## src/hw/srd_pkg.sv

```systemverilog
// Package: address map, field layouts and reset values of the special-function region decoder
package srd_pkg;

  // ----------------------------------------------------------------
  // Address space
  // ----------------------------------------------------------------
  localparam int          ADDR_W          = 12;
  localparam int          DATA_W          = 8;
  localparam logic [11:0] SFR_BASE        = 12'h0F80;
  localparam logic [11:0] SFR_TOP         = 12'h0FFF;
  localparam logic [7:0]  ACCESS_SPLIT    = 8'h80;
  localparam logic [3:0]  SFR_BANK        = 4'hF;
  localparam logic [3:0]  GPR_BANK        = 4'h0;
  localparam logic [3:0]  IMPL_BANK_MASK  = 4'h1;  // Banks 0 and 1 only are populated
  // Unassigned special-function offsets, one bit per address above the region base
  localparam logic [127:0] HOLE_MAP       = 128'h0000_0000_0010_1FE0_FECE_0400_1010_0000;
  // Indirect alias groups: five alias addresses each, counted downward
  localparam logic [11:0] ALIAS0_BASE     = 12'h0FEF;
  localparam logic [11:0] ALIAS1_BASE     = 12'h0FE7;
  localparam logic [11:0] ALIAS2_BASE     = 12'h0FDF;
  localparam logic [11:0] ALIAS_SPAN      = 12'h0004;

  // ----------------------------------------------------------------
  // Core register offsets
  // ----------------------------------------------------------------
  localparam logic [11:0] OFS_TBLPTR_LO   = 12'h0FF6;
  localparam logic [11:0] OFS_TBLPTR_HI   = 12'h0FF7;
  localparam logic [11:0] OFS_TBLPTR_UP   = 12'h0FF8;
  localparam logic [11:0] OFS_PC_LO       = 12'h0FF9;
  localparam logic [11:0] OFS_PCH_LATCH   = 12'h0FFA;
  localparam logic [11:0] OFS_PCU_LATCH   = 12'h0FFB;
  localparam logic [11:0] OFS_STK_PTR     = 12'h0FFC;
  localparam logic [11:0] OFS_TOS_LO      = 12'h0FFD;
  localparam logic [11:0] OFS_TOS_HI      = 12'h0FFE;
  localparam logic [11:0] OFS_TOS_UP      = 12'h0FFF;
  localparam logic [11:0] OFS_BANK_SEL    = 12'h0FE0;

  // ----------------------------------------------------------------
  // Implemented-bit masks and reset values
  // ----------------------------------------------------------------
  localparam logic [7:0]  MASK_FULL       = 8'hFF;
  localparam logic [7:0]  MASK_UP5        = 8'h1F;  // Bits 4:0
  localparam logic [7:0]  MASK_UP6        = 8'h3F;  // Bits 5:0 (table pointer bit 21)
  localparam logic [7:0]  MASK_RETURN_STACK_POINTER     = 8'hDF;  // Full, underflow, pointer 4:0
  localparam logic [7:0]  MASK_BANK       = 8'h0F;
  localparam logic [7:0]  RST_ZERO        = 8'h00;

  // Indices of the core register file
  typedef enum logic [3:0] {
    SRD_TBL_LO, SRD_TBL_HI, SRD_TBL_UP, SRD_PC_LO, SRD_PCH, SRD_PCU,
    SRD_STK, SRD_TOS_LO, SRD_TOS_HI, SRD_TOS_UP, SRD_BSEL, SRD_NONE
  } srd_idx_e;

  localparam int NUM_REGS = 11;

endpackage : srd_pkg

```

## src/hw/srd_dec_if.sv

```systemverilog
// Interface: decoded access from the address resolver to the register store
`timescale 1ns/100ps
interface srd_dec_if;
  import srd_pkg::*;
  logic [11:0] full_addr;  // Resolved 12-bit address
  logic        in_sfr;     // Address lies in the special-function region
  logic        is_alias;   // Address is an indirect alias (no storage)
  logic        in_gpr;     // Address lies in populated RAM bank
  srd_idx_e    reg_idx;    // Core register hit, or none

  modport resolver (output full_addr, in_sfr, is_alias, in_gpr, reg_idx);
  modport store    (input  full_addr, in_sfr, is_alias, in_gpr, reg_idx);
endinterface : srd_dec_if

```

## src/hw/srd_resolve.sv

```systemverilog
// Module: turns an instruction operand and bank value into a decoded 12-bit address
`timescale 1ns/100ps
module srd_resolve
  import srd_pkg::*;
(
  input  wire logic       use_full,  // Operand carries a full 12-bit address
  input  wire logic       acc_bit,   // Instruction access bit
  input  wire logic [11:0] addr_in,  // Operand address
  input  wire logic [3:0] bank_val,  // Current bank selector value
  srd_dec_if.resolver     dec        // Decoded result
);

  // ----------------------------------------------------------------
  // Helpers
  // ----------------------------------------------------------------
  // Address falls inside one five-entry alias group
  function automatic logic in_group(input logic [11:0] a, input logic [11:0] base);
    in_group = (a <= base) && (a >= base - ALIAS_SPAN);
  endfunction : in_group

  // ----------------------------------------------------------------
  // Address resolution and decode
  // ----------------------------------------------------------------
  logic [11:0] fa;

  // Build the full address from the addressing mode
  always_comb begin
    if (use_full) begin
      fa = addr_in;
    end else if (!acc_bit) begin
      fa = (addr_in[7:0] >= ACCESS_SPLIT) ? {SFR_BANK, addr_in[7:0]}
                                          : {GPR_BANK, addr_in[7:0]};
    end else begin
      fa = {bank_val, addr_in[7:0]};
    end
  end

  // Classify the resolved address
  always_comb begin
    dec.full_addr = fa;
    dec.in_sfr    = (fa >= SFR_BASE) && (fa <= SFR_TOP);
    dec.in_gpr    = ((fa[11:8] & ~IMPL_BANK_MASK) == 4'h0);
    dec.is_alias  = dec.in_sfr && (in_group(fa, ALIAS0_BASE) ||
                    in_group(fa, ALIAS1_BASE) || in_group(fa, ALIAS2_BASE));
    unique case (fa)
      OFS_TBLPTR_LO: dec.reg_idx = SRD_TBL_LO;
      OFS_TBLPTR_HI: dec.reg_idx = SRD_TBL_HI;
      OFS_TBLPTR_UP: dec.reg_idx = SRD_TBL_UP;
      OFS_PC_LO:     dec.reg_idx = SRD_PC_LO;
      OFS_PCH_LATCH: dec.reg_idx = SRD_PCH;
      OFS_PCU_LATCH: dec.reg_idx = SRD_PCU;
      OFS_STK_PTR:   dec.reg_idx = SRD_STK;
      OFS_TOS_LO:    dec.reg_idx = SRD_TOS_LO;
      OFS_TOS_HI:    dec.reg_idx = SRD_TOS_HI;
      OFS_TOS_UP:    dec.reg_idx = SRD_TOS_UP;
      OFS_BANK_SEL:  dec.reg_idx = SRD_BSEL;
      default:       dec.reg_idx = SRD_NONE;
    endcase
  end

endmodule : srd_resolve

```

## src/hw/srd_top.sv

```systemverilog
// Module: special-function region decoder with the core register store
// Access contract
// A read or write is taken at the rising edge with its strobe high.
// Read data shows after that edge and holds until the next read.
// Back-to-back accesses are allowed; a read sees the write just before it.
// Holes, aliases and empty banks read zero and keep no write.
// Alias accesses only raise alias_hit; the pointer path lives in the core.
// Core registers are plain storage; stack and counter motion live in the core.
// Unimplemented bits of masked registers read zero.
`timescale 1ns/100ps
module srd_top
  import srd_pkg::*;
(
  input  wire logic        clock,       // 40 MHz core clock
  input  wire logic        rst_n,       // Synchronous reset, active low
  input  wire logic        rd_en,       // Read strobe from the core
  input  wire logic        wr_en,       // Write strobe from the core
  input  wire logic        use_full,    // Operand is a full 12-bit address
  input  wire logic        acc_bit,     // Instruction access bit
  input  wire logic [11:0] addr,        // Operand address
  input  wire logic [7:0]  wr_data,     // Write data
  input  wire logic [7:0]  periph_rdata,// Read data from peripheral registers
  input  wire logic [7:0]  gpr_rdata,   // Read data from general purpose RAM
  output logic      [7:0]  rd_data,     // Registered read data
  output logic      [11:0] mem_addr,    // Resolved address to RAM and peripherals
  output logic             gpr_sel,     // Access goes to general purpose RAM
  output logic             gpr_wr,      // Write strobe to general purpose RAM
  output logic             periph_sel,  // Access goes to a peripheral register
  output logic             periph_wr,   // Write strobe to peripheral registers
  output logic             alias_hit,   // Access targets an indirect alias
  output logic      [1:0]  alias_group, // Which pointer group the alias belongs to
  output logic      [3:0]  bank_sel,    // Current bank selector value
  output logic      [20:0] tos_value,   // Top-of-stack value
  output logic      [21:0] tbl_ptr,     // Table pointer value
  output logic      [7:0]  stk_ptr      // Stack pointer register value
);

  // ----------------------------------------------------------------
  // Helpers
  // ----------------------------------------------------------------
  // Implemented-bit mask of one core register
  function automatic logic [7:0] reg_mask(input srd_idx_e i);
    unique case (i)
      SRD_TBL_UP:               reg_mask = MASK_UP6;
      SRD_PCU, SRD_TOS_UP:      reg_mask = MASK_UP5;
      SRD_STK:                  reg_mask = MASK_RETURN_STACK_POINTER;
      SRD_BSEL:                 reg_mask = MASK_BANK;
      SRD_NONE:                 reg_mask = RST_ZERO;
      default:                  reg_mask = MASK_FULL;
    endcase
  endfunction : reg_mask

  // Unassigned offset inside the special-function region
  function automatic logic is_hole(input logic [11:0] a);
    is_hole = (a >= SFR_BASE) && HOLE_MAP[a[6:0]];
  endfunction : is_hole

  // Pointer group of an alias address, highest group first
  function automatic logic [1:0] alias_grp(input logic [11:0] a);
    if (a >= ALIAS0_BASE - ALIAS_SPAN) begin
      alias_grp = 2'h0;
    end else if (a >= ALIAS1_BASE - ALIAS_SPAN) begin
      alias_grp = 2'h1;
    end else begin
      alias_grp = 2'h2;
    end
  endfunction : alias_grp

  // Source of the next read data
  typedef enum logic [1:0] {
    SRD_SRC_CORE, SRD_SRC_PERIPH, SRD_SRC_GPR, SRD_SRC_ZERO
  } srd_src_e;

  // ----------------------------------------------------------------
  // Address decode
  // ----------------------------------------------------------------
  srd_dec_if dec ();

  srd_resolve u_resolve (
    .use_full (use_full),
    .acc_bit  (acc_bit),
    .addr_in  (addr),
    .bank_val (bank_sel),
    .dec      (dec)
  );

  // ----------------------------------------------------------------
  // Access classification
  // ----------------------------------------------------------------
  logic core_hit;
  logic hole_hit;
  logic periph_hit;

  // Classify the access: core store, hole, alias or peripheral
  always_comb begin
    core_hit   = dec.in_sfr && (dec.reg_idx != SRD_NONE);
    hole_hit   = dec.in_sfr && is_hole(dec.full_addr);
    periph_hit = dec.in_sfr && !core_hit && !hole_hit && !dec.is_alias;
  end

  // Drive the selects; holes and aliases reach no store
  always_comb begin
    mem_addr    = dec.full_addr;
    alias_hit   = dec.is_alias;
    alias_group = alias_grp(dec.full_addr);
    periph_sel  = periph_hit;
    periph_wr   = periph_hit && wr_en;
    gpr_sel     = !dec.in_sfr && dec.in_gpr;
    gpr_wr      = gpr_sel && wr_en;
  end

  // ----------------------------------------------------------------
  // Core register store
  // ----------------------------------------------------------------
  logic [7:0] regs_ff [NUM_REGS];
  logic [7:0] nxt_regs [NUM_REGS];
  logic       reg_wr [NUM_REGS];

  // ----------------------------------------------------------------
  // Write strobes
  // ----------------------------------------------------------------
  // One write enable per core register; only a core hit may write
  always_comb begin
    for (int i = 0; i < NUM_REGS; i++) begin
      reg_wr[i] = wr_en && core_hit && (int'(dec.reg_idx) == i);
    end
  end

  // Masked write into the addressed core register
  always_comb begin
    for (int i = 0; i < NUM_REGS; i++) begin
      nxt_regs[i] = regs_ff[i];
      if (reg_wr[i]) begin
        nxt_regs[i] = wr_data & reg_mask(dec.reg_idx);
      end
    end
  end

  // Register the store; all clear on reset
  always_ff @(posedge clock) begin
    if (!rst_n) begin
      for (int i = 0; i < NUM_REGS; i++) begin
        regs_ff[i] <= RST_ZERO;
      end
    end else begin
      for (int i = 0; i < NUM_REGS; i++) begin
        regs_ff[i] <= nxt_regs[i];
      end
    end
  end

  // Exported core state
  always_comb begin
    bank_sel  = regs_ff[SRD_BSEL][3:0];
    tos_value = {regs_ff[SRD_TOS_UP][4:0], regs_ff[SRD_TOS_HI], regs_ff[SRD_TOS_LO]};
    tbl_ptr   = {regs_ff[SRD_TBL_UP][5:0], regs_ff[SRD_TBL_HI], regs_ff[SRD_TBL_LO]};
    stk_ptr   = regs_ff[SRD_STK];
  end

  // ----------------------------------------------------------------
  // Read data
  // ----------------------------------------------------------------
  logic [7:0] rd_data_ff;
  logic [7:0] nxt_rd_data;
  logic [7:0] core_rd;
  srd_src_e   rd_src;

  // Masked view of the addressed core register; index guarded by the hit
  always_comb begin
    core_rd = RST_ZERO;
    if (core_hit) begin
      core_rd = regs_ff[dec.reg_idx] & reg_mask(dec.reg_idx);
    end
  end

  // Pick the read source; holes, aliases and empty banks give zero
  always_comb begin
    if (core_hit) begin
      rd_src = SRD_SRC_CORE;
    end else if (periph_hit) begin
      rd_src = SRD_SRC_PERIPH;
    end else if (gpr_sel) begin
      rd_src = SRD_SRC_GPR;
    end else begin
      rd_src = SRD_SRC_ZERO;
    end
  end

  // Next read data; it holds while no read is taken
  always_comb begin
    nxt_rd_data = rd_data_ff;
    if (rd_en) begin
      unique case (rd_src)
        SRD_SRC_CORE:   nxt_rd_data = core_rd;
        SRD_SRC_PERIPH: nxt_rd_data = periph_rdata;
        SRD_SRC_GPR:    nxt_rd_data = gpr_rdata;
        SRD_SRC_ZERO:   nxt_rd_data = RST_ZERO;
      endcase
    end
  end

  // Register read data
  always_ff @(posedge clock) begin
    if (!rst_n) begin
      rd_data_ff <= RST_ZERO;
    end else begin
      rd_data_ff <= nxt_rd_data;
    end
  end

  assign rd_data = rd_data_ff;

endmodule : srd_top

```

## config.mk

```make
export PLATFORM = sky130hd
export DESIGN_NAME = srd_top
export DESIGN_NICKNAME = d
export VERILOG_FILES = /design/src/hw/srd_pkg.sv /design/src/hw/srd_dec_if.sv /design/src/hw/srd_resolve.sv /design/src/hw/srd_top.sv
export SDC_FILE = /design/constraint.sdc
export NUM_CORES = 1
export LEC_CHECK = 0
export ABC_AREA = 1
export BUFFER_PORTS_ARGS = -buffer_cell sky130_fd_sc_hd__buf_2
export CAP_MARGIN = 20
export CORE_MARGIN = 10
export CORE_UTILIZATION = 49
export CTS_CLUSTER_SIZE = 14
export DETAILED_ROUTE_END_ITERATION = 16
export GPL_ROUTABILITY_DRIVEN = 0
export PLACE_DENSITY = 0.8
export REMOVE_ABC_BUFFERS = 1
export SKIP_LAST_GASP = 1
export SYNTH_ARGS = -nofsm -noshare
export SYNTH_HDL_FRONTEND = slang
export SYNTH_HIERARCHICAL = 1
export SYNTH_SLANG_ARGS = --single-unit
```

## constraint.sdc

```tcl
create_clock -name clock -period 3.2 [get_ports clock]
set_clock_uncertainty 0.15 [all_clocks]
set_input_delay 0.64 -clock clock [delete_from_list [all_inputs] [get_ports clock]]
set_output_delay 0.64 -clock clock [all_outputs]
set_load 0.03 [all_outputs]
```

==> results.txt, run 1 <==
- Maximum achievable frequency: ~300 MHz
* Proportion of power drawn by the clock network: between 30% and 40%
* Layout filler cell count: 890
- Y dimension of the die: around 120 um
- The share of total power dissipated in combinational logic is a little under an eighth.
- Post-detailed-route DRC marker count: 0
- For this design, the slowest cell found on the critical path is sky130_fd_sc_hd__o21ai_1.
* Kind of path behind the tightest hold check: reg2reg
* Number of global-route vias before repair: ~5600
- Cell type with the largest total area after synthesis: sky130_fd_sc_hd__dfxtp_1
- HPWL after detailed placement: ~13000 um
- Antenna Diode Count: 0
- Die width: 125 um
- Setup violations remaining at the end of the flow were counted as 2.
- Pin placement for this block handled approximately 120 I/O pins.
- In this design, the stage delay of the slowest critical-path cell is ~240 ps.
* Syn avg cell area: around 7.0 um^2
- Hold repair after CTS inserted 0 buffers.
- First-pass GRT wire length: 28600 um
- Count of buffers inserted at the top-level ports: around 120
* All-Layer GR Usage: 21.8%
- The floorplan has 38 rows.
- Summing every instance area after synthesis gives 5400 um^2.
- The first detailed-routing pass took 6 iterations.
- Area of the core region: 10800 um^2
* Final Cycle Share: 105%
* Die area: 15600 um^2
- The root buffer cell chosen for the clock tree is sky130_fd_sc_hd__clkbuf_8.
- Critical Path, Cell by Cell: buf_2 -> nand2_2 -> inv_2 -> nand3_4 -> nor3_1 -> o21ai_1 -> nand2_1 -> nor2_1 -> nand2_1 -> nand2_2 -> nand2_8 -> nor2_4 -> inv_2 -> nor3_4 -> nand2_1 -> nor2_1 -> buf_4
* Pwr per Cell Area: between 300 and 400 nW/um^2
* Setup slack of the most critical reg-to-reg path: between 100 and 150 ps
- Number of max-cap violations: 0
- YS warnings: 6
- After detailed routing, the average wire length per cell comes to approximately 16 um.
* Synth cell types: 38
* Power Internal: about 0.0016 W
- In this run the biggest area consumer among cell types represents between 20% and 30% of the synthesized area.
* WP data arrival: between 2000 and 3000 ps
- By area the synthesized netlist is led by sky130_fd_sc_hd__dfxtp_1, sky130_fd_sc_hd__nand2_1, sky130_fd_sc_hd__edfxtp_1, sky130_fd_sc_hd__a21oi_1, sky130_fd_sc_hd__nor2_1.
* Footprint of the multi-input gates: 2640 um^2
* Number of nets in the layout: around 1000
- DR vias/cell: between 5 and 6
- TritonCTS built the clock tree.
- Overall power consumption after layout is estimated at around 0.0022 W.
- Max Root-Sink Buffers: 2
- Nature of the critical path endpoint: output pin
- Relative to the synthesized area, the layout overhead comes to 31.6%.
* Clock latency reported for the late side of the worst-skew pair: 360 ps
* Maximum fanout along the worst path: 8
* Largest net degree at the start of global routing: between 40 and 50
- The sequential cells in the finished layout cover a total of about 2200 um^2.
- The number of antenna violations at the first check in global routing was 0.
* CTS clock-pin slew for the worst setup and hold paths: 90 ps
- Most common cell after layout, fill and taps aside: sky130_fd_sc_hd__nand2_1
- The placed instances occupy a cell area of around 6700 um^2.
* VDD IR-drop max: 0.000166 V
- Number of instances in the synthesized netlist: just under 800
* Sequential area share after synthesis: between 40% and 50%
- Net switching power of the design: approximately 0.0006 W
* H-tree depth: 3
- The synthesized design contains 96 register bits.
* Proportion of layout cells with a drive suffix above 1: roughly a third
* Setup repair after global routing missed its margin: yes
- Placed instance count: around 1100
* Failing checks: negative setup slack
* Min Clock Period, post-route: around 3400 ps
- Share of total power consumed by net switching: between 20% and 30%
- Critical path startpoint category: primary input
* Final Hold Vio Count: 0
- The number of slew-limit violations in the final report was 0.
- The first routing iteration left approximately 500 violations.
- Once layout is done, the placed cells without fillers occupy approximately 7100 um^2.
- The clock net in this run drives a total of between 90 and 100 sinks.
* Non-filler instance count after layout: between 1000 and 1500
- Most used cells in the layout excluding fill and tap cells: sky130_fd_sc_hd__nand2_1, sky130_fd_sc_hd__buf_2, sky130_fd_sc_hd__buf_4
- Buffers inserted during clock tree synthesis total 9.
* DRT Wirelength: roughly 18000 um
* Congestion Overflow GR: 0
- PnR worst setup slack: -159 ps
* Most common cell on crit path: sky130_fd_sc_hd__nand2_1
- The run finished, with violations left.
- Summed over all cells, the static leakage comes to 3.41 nW.
- Sequential Power Share: 56.9%
* Initial cell density of the core: 50.0%
- The critical path in this run is classified as in2out.
- Count of antenna-violating nets left after detailed routing: 0
- Number of vias after detailed routing: between 5000 and 6000
- At the worst endpoint, the required time is 2410 ps.
==> logic make-up (layout without fill, tap and decap cells) <==
kind of cell / after synthesis / count (layout) / synth area share (%)
simple gates: 373 / 373 / 31.2
compound gates: 161 / 161 / 15.5
buf+inv: 139 / 334 / 13.1
flops: 96 / 96 / 40.1
other cells: 1 / 3 / 0.0695
==> power groups by stage <==
stage               logic (W)  registers [W]  clock network (W)
floorplan           0.0000860        0.00130                  0
global route         0.000273        0.00126           0.000762
detailed placement   0.000227        0.00129                  0
CTS                  0.000238        0.00126           0.000700
finish               0.000250        0.00126           0.000704
global placement     0.000225        0.00129                  0
==> Yosys cell counts, drive strengths merged <==
master   instances
o21ai           83
nand3b           1
edfxtp          24
o211ai           1
o22ai            1
buf             41
nor3b            1
o2111ai          1
nand3           25
inv             82
nor2           108
clkbuf          14
o311ai           1
o31ai            1
a21oi           71
a221oi           1
clkinv           2
dfxtp           72
nand4            7
nor3            17
conb             1
nor4             3
a211oi           1
nand2          211
==> through the flow <==
step | TNS, ps | worst slack [ps] | util [%] | hold WS [ps]
after CTS | -145 | -129 | 64.6 | 297
after global routing | -944 | -315 | 65.8 | 325
after global placement | -16650 | -245 | 62.0 | 278
after floorplan | -70080 | -1120 | - | 264
final | -227 | -159 | 65.8 | 298
after detailed placement | -24910 | -344 | 62.0 | 283
==> final timing paths <==
check | startpoint | to | cells past startpoint
hold reg to reg | regs_ff[10][4] | regs_ff[10][4] | 2
hold / removal | regs_ff[10][4] | regs_ff[10][4] | 2
setup / recovery | addr[6] | periph_wr | 17
setup reg to reg | regs_ff[10][1] | regs_ff[0][7] | 21
==> registers in the layout, indices dropped and copies added (netlist names) <==
name	flops
rd_data	8
regs_ff	88
==> area by class of cell <==
cell class	count	area share [%]
Timing Repair Buffer	234	22.8
Tap cell	140	2.47
Clock inverter	5	0.458
Multi-Input combinational cell	537	37.2
Inverter	84	4.65
Clock buffer	11	1.85
Sequential cell	96	30.6
==> metal layers <==
metal / global-route usage [%] / up-vias / routed length (um)
met4: 8.06 / 0 / 627
met3: 5.75 / 50 / 1730
met5: 0 / - / 0
met2: 34.8 / 325 / 8250
li1: - / 2827 / -
met1: 27.7 / 2709 / 7520
==> timing repair <==
item	CTS	global route
endpoints found under the setup margin	2	64
pin swaps	12	18
gates resized for setup	28	27
buffers inserted	5	5
==> critical path: cells and delay by family <==
family	cells	cell delay, ps
simple gates	12	1270
buf+inv	4	410
compound gates	1	240
No activity file was read; power rests on OpenSTA's default activity.
==> run 2, diff against run 1 <==
--- a/config.mk
+++ b/config.mk
@@ -9,11 +9,12 @@
 export BUFFER_PORTS_ARGS = -buffer_cell sky130_fd_sc_hd__buf_2
 export CAP_MARGIN = 20
 export CORE_MARGIN = 10
-export CORE_UTILIZATION = 49
+export CORE_UTILIZATION = 51
+export CTS_BUF_LIST = sky130_fd_sc_hd__clkbuf_2
 export CTS_CLUSTER_SIZE = 14
 export DETAILED_ROUTE_END_ITERATION = 16
 export GPL_ROUTABILITY_DRIVEN = 0
-export PLACE_DENSITY = 0.8
+export PLACE_DENSITY = 0.83
 export REMOVE_ABC_BUFFERS = 1
 export SKIP_LAST_GASP = 1
 export SYNTH_ARGS = -nofsm -noshare
==> results.txt, run 2 (synthesized netlist as in run 1, its figures left out) <==
* Clock latency reported for the late side of the worst-skew pair: 600 ps (+240 ps)
- Pwr per Cell Area: 305 nW/um^2 (-2.3%)
- The sum of overflow across all layers after global routing is 0 (unchanged).
* Number of vias after detailed routing: 5901 (-0.17%)
- H-tree depth: 3 (unchanged)
- Number of nets in the layout: 1003 (-0.10%)
- The final cell utilization of the core was 66.9% (+1.1 points).
- All-Layer GR Usage: 22.3% (+0.56 points)
- The worst setup path is of the reg2out kind.
- The register with the most flip-flops in the final layout is regs_ff.
- Number of global-route vias before repair: 5439 (-3.1%)
- TritonCTS Buffers: 9 (unchanged)
- Number of max-cap violations: 0 (unchanged)
- The number of standard-cell rows in the floorplan came to 37 (-2.6%).
- The effective utilization at floorplan is 52.3% (+2.3 points).
* Y dimension of the die: 123 um (-1.7%)
- The number of flip-flops under the largest register name came to 88 (unchanged).
- Kind of path behind the tightest hold check: in2reg
- Critical path data required time: 2410 ps (about the same)
- Number of clock sinks: 96 (unchanged)
- Pwr Total: 0.00210 W (-5.0%)
- The worst vdd rail ir drop came to 0.000205 V (+23%).
- The number of endpoints failing setup at the final stage is 2 (unchanged).
* TritonCTS clock tree: built
- Drt wl/cell: 16.2 um (-1.2%)
* Power Internal: 0.00148 W (-9.1%)
* CTS hold repair buffers: 0 (unchanged)
- Sequential Power Share: 60.2% (+3.3 points)
* Final Hold Vio Count: 0 (unchanged)
- Signed area change from the synthesized netlist to the final layout: 28.0%
- Most used cells in the layout excluding fill and tap cells: sky130_fd_sc_hd__nand2_1, sky130_fd_sc_hd__buf_2, sky130_fd_sc_hd__buf_4
- WP data arrival: 2720 ps (+150 ps)
- Net switching power of the design: 0.000623 W (+6.6%)
- Proportion of layout cells with a drive suffix above 1: 32.2% (-0.38 points)
- The area of the die is 15100 um^2 (-3.3%).
- The global-route wire length before repair came to 27100 um (-5.3%).
* Max Root-Sink Buffers: 2 (unchanged)
- Post-detailed-route DRC marker count: 0 (unchanged)
* Min Clock Period, post-route: 3510 ps (+150 ps)
* Count of antenna-violating nets left after detailed routing: 0 (unchanged)
* Leak: 3.35 nW (-1.8%)
- The combinational group share of total power was 11.9% (+0.6 points).
* Max-slew violation count: 0 (unchanged)
- Critical path startpoint category: register
- Antenna Diode Count: 0 (unchanged)
- Setup repair after global routing missed its margin: yes
- Maximum achievable frequency: 285 MHz (-4.3%)
- The violation count after the first detailed-routing iteration was 708 (+40%).
- The tightest hold margin is 125 ps (-174 ps).
- DR vias/cell: 5.35 (+0.28%)
* Area of the core region: 10300 um^2 (-4.3%)
- Top-Level Pins: 124 (unchanged)
* PnR worst setup slack: -309 ps (-150 ps)
- Final Cycle Share: 110% (+4.7 points)
- The width of the chip came to 123 um (-1.7%).
* DRT Wirelength: 17800 um (-1.7%)
- Outcome: complete, but fails checks
- The largest net degree at the start of global routing came to 43 (+4.9%).
- Failing checks: negative setup slack
- The highest net fanout along the worst path was 5 (-3).
- The library cell used most frequently in the layout, excluding fill and tap cells, is sky130_fd_sc_hd__nand2_1.
* HPWL after detailed placement: 13400 um (-0.74%)
* CTS clock-pin slew for the worst setup and hold paths: 310 ps (+220 ps)
- Number of antenna violations at the first check in global routing: 0 (unchanged)
* Nature of the critical path endpoint: output pin
- Detailed-router iteration count before antenna repair: 6 (unchanged)
- Count of buffers inserted at the top-level ports: 123 (unchanged)
- Clock tree synthesis selected as its root buffer the cell sky130_fd_sc_hd__clkbuf_2.
- Proportion of power drawn by the clock network: 27.9% (-3.9 points)
- The fraction of power spent switching nets was 29.6% (+3.2 points).
-- run 2: changes by cell type in the layout (fill, tap and decap cells not counted), moves of 4 or more --
cell	before	now
sky130_fd_sc_hd__buf_12	11	3
sky130_fd_sc_hd__clkbuf_2	0	9
sky130_fd_sc_hd__inv_4	5	1
sky130_fd_sc_hd__buf_4	103	107
sky130_fd_sc_hd__clkbuf_8	9	0
sky130_fd_sc_hd__nor3_2	4	0
sky130_fd_sc_hd__nor3_1	12	16
sky130_fd_sc_hd__nand3_1	18	22
-- run 2: cell type report --
type / count / area, um^2
tap: 136 / 170
sequential: 96 / 2170
clock buffer: 9 / 45.0
timing repair buffer: 232 / 1490
inverter: 84 / 318
fill: 879 / 3420
multi-input combinational: 538 / 2650
clock inverter: 7 / 67.6
-- run 2: stage by stage --
step	TNS (ps)	worst slack (ps)	area [um^2]	cells
final	-550	-309	6900	1102
after global routing	-1080	-491	6900	1102
after CTS	-438	-253	6810	1099
after detailed placement	-17740	-319	6590	1076
after global placement	-11830	-253	6590	1076
after floorplan	-70080	-1120	5010	717
-- run 2: power by group through the flow --
stage          sequential, W  clock (W)  combinational, W
2_1_floorplan        0.00130          0         0.0000860
3_3_place_gp         0.00129          0          0.000231
3_5_place_dp         0.00129          0          0.000233
4_1_cts              0.00127   0.000598          0.000239
5_1_grt              0.00127   0.000636          0.000272
6_report             0.00127   0.000587          0.000250
-- run 2: what timing repair did --
item	4_1_cts	5_1_grt
setup endpoints to repair	6	5
cloned	1	0
gates resized for setup	22	20
pin swaps	3	10
buffers inserted	6	4
-- run 2: final timing paths --
check	start	to	slack (ps)	cells after the start
worst max-delay path	regs_ff[10][2]	periph_wr	-310	19
worst min-delay path	periph_rdata[5]	rd_data[5]	120	3
worst max register to register	regs_ff[10][3]	regs_ff[4][7]	130	20
worst min register to register	regs_ff[2][6]	regs_ff[2][6]	320	2
-- run 2: routing by layer --
| layer | vias to the layer above | GRT usage, % | wire length (um) |
|---|---|---|---|
| met1 | 2650 | 27.8 | 7100 |
| met3 | 49 | 5.69 | 1990 |
| met5 | - | 0 | 0 |
| met2 | 355 | 36.5 | 8230 |
| li1 | 2847 | - | - |
| met4 | 0 | 8.32 | 503 |
-- run 2: worst max-delay path, cell delays in order (launching register included) --
cell and delay (ps):
sky130_fd_sc_hd__dfxtp_4 410, sky130_fd_sc_hd__inv_2 40, sky130_fd_sc_hd__nand2_1 50, sky130_fd_sc_hd__nand3_1 100, sky130_fd_sc_hd__nand2_2 80, sky130_fd_sc_hd__nand2_4 90
sky130_fd_sc_hd__nor2_4 50, sky130_fd_sc_hd__o21ai_1 100, sky130_fd_sc_hd__nand2_1 70, sky130_fd_sc_hd__nor2_1 120, sky130_fd_sc_hd__nand2_1 100, sky130_fd_sc_hd__buf_6 140
sky130_fd_sc_hd__nand2_4 60, sky130_fd_sc_hd__nand2_4 60, sky130_fd_sc_hd__nor2_4 90, sky130_fd_sc_hd__inv_2 60, sky130_fd_sc_hd__nor3_4 190, sky130_fd_sc_hd__nand2_2 80
sky130_fd_sc_hd__nor2_1 100, sky130_fd_sc_hd__buf_4 170
==> run 3, diff against run 2 <==
--- a/config.mk
+++ b/config.mk
@@ -5,16 +5,14 @@
 export SDC_FILE = /design/constraint.sdc
 export NUM_CORES = 1
 export LEC_CHECK = 0
-export ABC_AREA = 1
 export BUFFER_PORTS_ARGS = -buffer_cell sky130_fd_sc_hd__buf_2
 export CAP_MARGIN = 20
 export CORE_MARGIN = 10
-export CORE_UTILIZATION = 51
-export CTS_BUF_LIST = sky130_fd_sc_hd__clkbuf_2
+export CORE_UTILIZATION = 40
 export CTS_CLUSTER_SIZE = 14
 export DETAILED_ROUTE_END_ITERATION = 16
 export GPL_ROUTABILITY_DRIVEN = 0
-export PLACE_DENSITY = 0.83
+export PLACE_DENSITY = 0.69
 export REMOVE_ABC_BUFFERS = 1
 export SKIP_LAST_GASP = 1
 export SYNTH_ARGS = -nofsm -noshare
==> results.txt, run 3 <==
- The flow ran to the end, and the final reports show no timing, DRC or antenna violations.
- The effective utilization at floorplan is 41.2% (-11 points).
- The via count was 4703 (-20%).
* Largest net degree at the start of global routing: 38 (-12%)
* Netlist Area Pre-Place: 5270 um^2 (-2.4%)
* DR vias/cell: 5.39 (+0.72%)
- Crit. Startpoint: use_full
- The maximum clock frequency is 322 MHz (+13%).
* DRT Wirelength: 16100 um (-9.4%)
- Critical path data required time: 2410 ps (about the same)
* Congestion Overflow GR: 0 (unchanged)
- Number of max-cap violations: 0 (unchanged)
- The total stage count of the critical path was 11 (-8).
- The worst register-to-register path ends at regs_ff[1][7].
* Count of buffers inserted at the top-level ports: 123 (unchanged)
- Critical Path, Cell by Cell: buf_2 -> and2b_4 -> a221oi_2 -> and3_1 -> nand2b_4 -> or2_4 -> nor3b_4 -> o211ai_4 -> inv_2 -> and2_1 -> buf_6
- The area of the die is 18200 um^2 (+20%).
- Kind of path behind the tightest hold check: reg2reg
- Area share of and/or/nand/nor cells after synthesis: 23.7% (-7.5 points)
- The layout cell share with drive strength beyond 1 was 30.1% (-2.1 points).
- Total of flip-flops plus latches after synthesis: 92 (-4.2%)
- Fraction of post-synthesis cell area in the top cell type by area: 26.6% (-0.11 points)
* TritonCTS clock tree: built
* Number of clock sinks: 92 (-4.2%)
* Worst hold slack: 315 ps (+190 ps)
- YS warnings: 6 (unchanged)
- Cell depth of the worst hold path: 2 (-1)
* Ranking of synthesized cells by area: sky130_fd_sc_hd__dfxtp_1, sky130_fd_sc_hd__edfxtp_1, sky130_fd_sc_hd__mux2i_1, sky130_fd_sc_hd__nand2_1, sky130_fd_sc_hd__buf_4
- The number of endpoints failing setup at the final stage is 0 (-2).
- The power per unit of standard cell area is 400 nW/um^2 (+31%).
* Share of cell area taken by muxes after synthesis: 9.43% (+9.4 points)
- The share of the clock period used by the worst path came to 97.1% (-13 points).
- The number of flip-flops under the largest register name is 84 (-4.5%).
- Placed instance count: 855 (-21%)
- The library cell used most frequently in the layout, excluding fill and tap cells, is sky130_fd_sc_hd__buf_2.
- The startpoint identified for the worst register-to-register timing path is regs_ff[10][2].
- The critical path ends at periph_wr.
- Most used cells in the layout excluding fill and tap cells: sky130_fd_sc_hd__buf_2, sky130_fd_sc_hd__nand2_1, sky130_fd_sc_hd__dfxtp_1
* Max-slew violation count: 0 (unchanged)
- The final design instance area without fill came to 6340 um^2 (-8.2%).
* Antenna Diode Count: 0 (unchanged)
- The global-route wire length before repair came to 25000 um (-7.7%).
- Worst reg-to-reg path cell count: 9 (-55%)
* Fraction of the mapped netlist area in compound gates: 19.5% (+3.9 points)
* Setup slack of the most critical reg-to-reg path: 270 ps (+140 ps)
- Top-Level Pins: 124 (unchanged)
- Number of antenna violations at the first check in global routing: 0 (unchanged)
* CTS Root Cell: sky130_fd_sc_hd__clkbuf_16
- The wire length per cell after detailed routing was 18.5 um (+14%).
- Most frequently used cell type in the post-synthesis netlist: sky130_fd_sc_hd__nand2_1
* Post-synth EDFFs: 22 (-8.3%)
- Critical path startpoint category: primary input
- The remaining number of nets flagged by the antenna check after routing was 0 (unchanged).
- The distinct cell type count of the synthesized netlist was 75 (+97%).
- Critical path type: in2out
* Area of the core region: 12800 um^2 (+24%)
- The worst stage delay on the critical path came to 270 ps (-140 ps).
* Non-filler instance count after layout: 872 (-21%)
- The maximum clock insertion buffer count is 2 (unchanged).
- The clock insertion delay at the later pin of the skew report was 340 ps (-260 ps).
- The commonest cells after synthesis are sky130_fd_sc_hd__nand2_1, sky130_fd_sc_hd__dfxtp_1, sky130_fd_sc_hd__mux2i_1, sky130_fd_sc_hd__nor2_1, sky130_fd_sc_hd__nor2b_1.
* DRC violation total after the first TritonRoute iteration: 289 (-59%)
- Die width: 135 um (+9.7%)
- Nature of the critical path endpoint: output pin
* Min Clock Period, post-route: 3110 ps (-403 ps)
- Layout filler cell count: 1230 (+40%)
* Number of nets in the layout: 737 (-27%)
- Signed area change from the synthesized netlist to the final layout: 20.3%
- WP data arrival: 2320 ps (-400 ps)
- Syn avg cell area: 9.00 um^2 (+28%)
* TritonCTS Buffers: 9 (unchanged)
* Buf+Inv Stages, Crit Path: 3 (-1)
* Post-synthesis xor/xnor area fraction: 0.499% (+0.50 points)
- Share of synthesized cell area in full adder, half adder and majority cells: 0% (unchanged)
* Y dimension of the die: 135 um (+9.7%)
* HPWL after detailed placement: 12600 um (-5.5%)
- Leak: 2.75 nW (-18%)
- The cell family contributing the most delay on the critical path is simple AND/OR/NAND/NOR gates.
* VDD IR-drop max: 0.000248 V (+21%)
- CTS clock-pin slew for the worst setup and hold paths: 60 ps (-250 ps)
- Placed inst area: 5990 um^2 (-9.1%)
* Final Hold Vio Count: 0 (unchanged)
- Site Rows: 41 (+11%)
- For this design, the slowest cell found on the critical path is sky130_fd_sc_hd__and2b_4.
- Post-detailed-route DRC marker count: 0 (unchanged)
* Fraction of registers with async set or reset after synthesis: 0% (unchanged)
* Number of global-route vias before repair: 4621 (-15%)
- The iteration count of the initial detailed-routing pass came to 5 (-1).
- All-Layer GR Usage: 17.1% (-5.2 points)
- In the synthesized netlist the dominant register cell turns out to be sky130_fd_sc_hd__dfxtp_1.
* Number of instances in the synthesized netlist: 585 (-24%)
- regs_ff holds more flip-flops than any other register.
- Main combinational cell family by area after synthesis: simple AND/OR/NAND/NOR gates
- Maximum fanout along the worst path: 3 (-2)
* H-tree depth: 3 (unchanged)
- The sequential area share after synthesis was 39.2% (-0.92 points).
* Cell type with the largest total area after synthesis: sky130_fd_sc_hd__dfxtp_1
[run 3: cell count changes after synthesis, moves of 35 or more]
cell,delta
sky130_fd_sc_hd__a21oi_1,-65
sky130_fd_sc_hd__o21ai_0,-35
sky130_fd_sc_hd__inv_1,-71
sky130_fd_sc_hd__nor2_1,-56
sky130_fd_sc_hd__nand2_1,-114
sky130_fd_sc_hd__mux2i_1,+44
[run 3: cell type report]
class	instances	area [um^2]	share of cell area, %
tap	172	215	3.40
clock inverter	7	72.6	1.15
sequential	92	2070	32.6
clock buffer	9	225	3.55
inverter	8	30.0	0.474
multi-input combinational	428	2830	44.7
timing repair buffer	156	895	14.1
[run 3: per-stage QoR]
step                      util [%]  TNS [ps]  setup WS [ps]  total power [W]
after global placement        46.9         0           60.8          0.00149
after global routing          49.6     -26.8          -26.8          0.00262
final                         49.6         0           93.3          0.00253
after CTS                     49.3         0           28.2          0.00255
after detailed placement      46.9     -74.8          -20.2          0.00149
after floorplan                  -   -173200          -2790          0.00136
[run 3: repair_timing]
action                     4_1_cts  5_1_grt
cloned                           0        0
pin swaps                        1        3
setup endpoints to repair        1        3
setup buffers                    1        0
resized for setup                2       12
hold buffers                     0        0
[run 3: layer usage]
metal,track usage [%],vias to the layer above,part of all wire [%],wire (um)
li1,-,2285,-,-
met1,21.7,2225,45,7190
met2,27.2,177,46,7430
met3,4.82,16,8.2,1320
met4,5.74,0,1.3,204
met5,0,-,0,0
[run 3: worst register-to-register path, stage by stage, from the launching register on]
cell	delay, ps
sky130_fd_sc_hd__dfxtp_2	330
sky130_fd_sc_hd__nand4_1	230
sky130_fd_sc_hd__a221oi_2	400
sky130_fd_sc_hd__and3_1	240
sky130_fd_sc_hd__buf_4	300
sky130_fd_sc_hd__or3b_1	410
sky130_fd_sc_hd__and3_1	220
sky130_fd_sc_hd__o21ai_2	250
sky130_fd_sc_hd__o21ai_0	120
sky130_fd_sc_hd__and2_1	170
[run 3: worst min-delay path by stage]
stage / from / end
6_report: regs_ff[6][5] / regs_ff[6][5]
5_1_grt: regs_ff[6][5] / regs_ff[6][5]
4_1_cts: regs_ff[6][5] / regs_ff[6][5]
3_5_place_dp: regs_ff[6][5] / regs_ff[6][5]
3_3_place_gp: regs_ff[6][5] / regs_ff[6][5]
2_1_floorplan: regs_ff[10][4] / regs_ff[10][4]
[run 3: where the power goes]
part           leakage (nW)  switching [W]  internal [W]  total [W]
Combinational          1.80       0.000166     0.0000968   0.000263
Clock                 0.146       0.000455      0.000609    0.00106
Sequential            0.802     0.00000628       0.00120    0.00121
[run 3: logic make-up after synthesis]
logic type / count (synthesis)
compound gates: 136
xor+xnor: 3
buf+inv: 65
flops: 92
mux: 48
other cells: 1
simple gates: 240
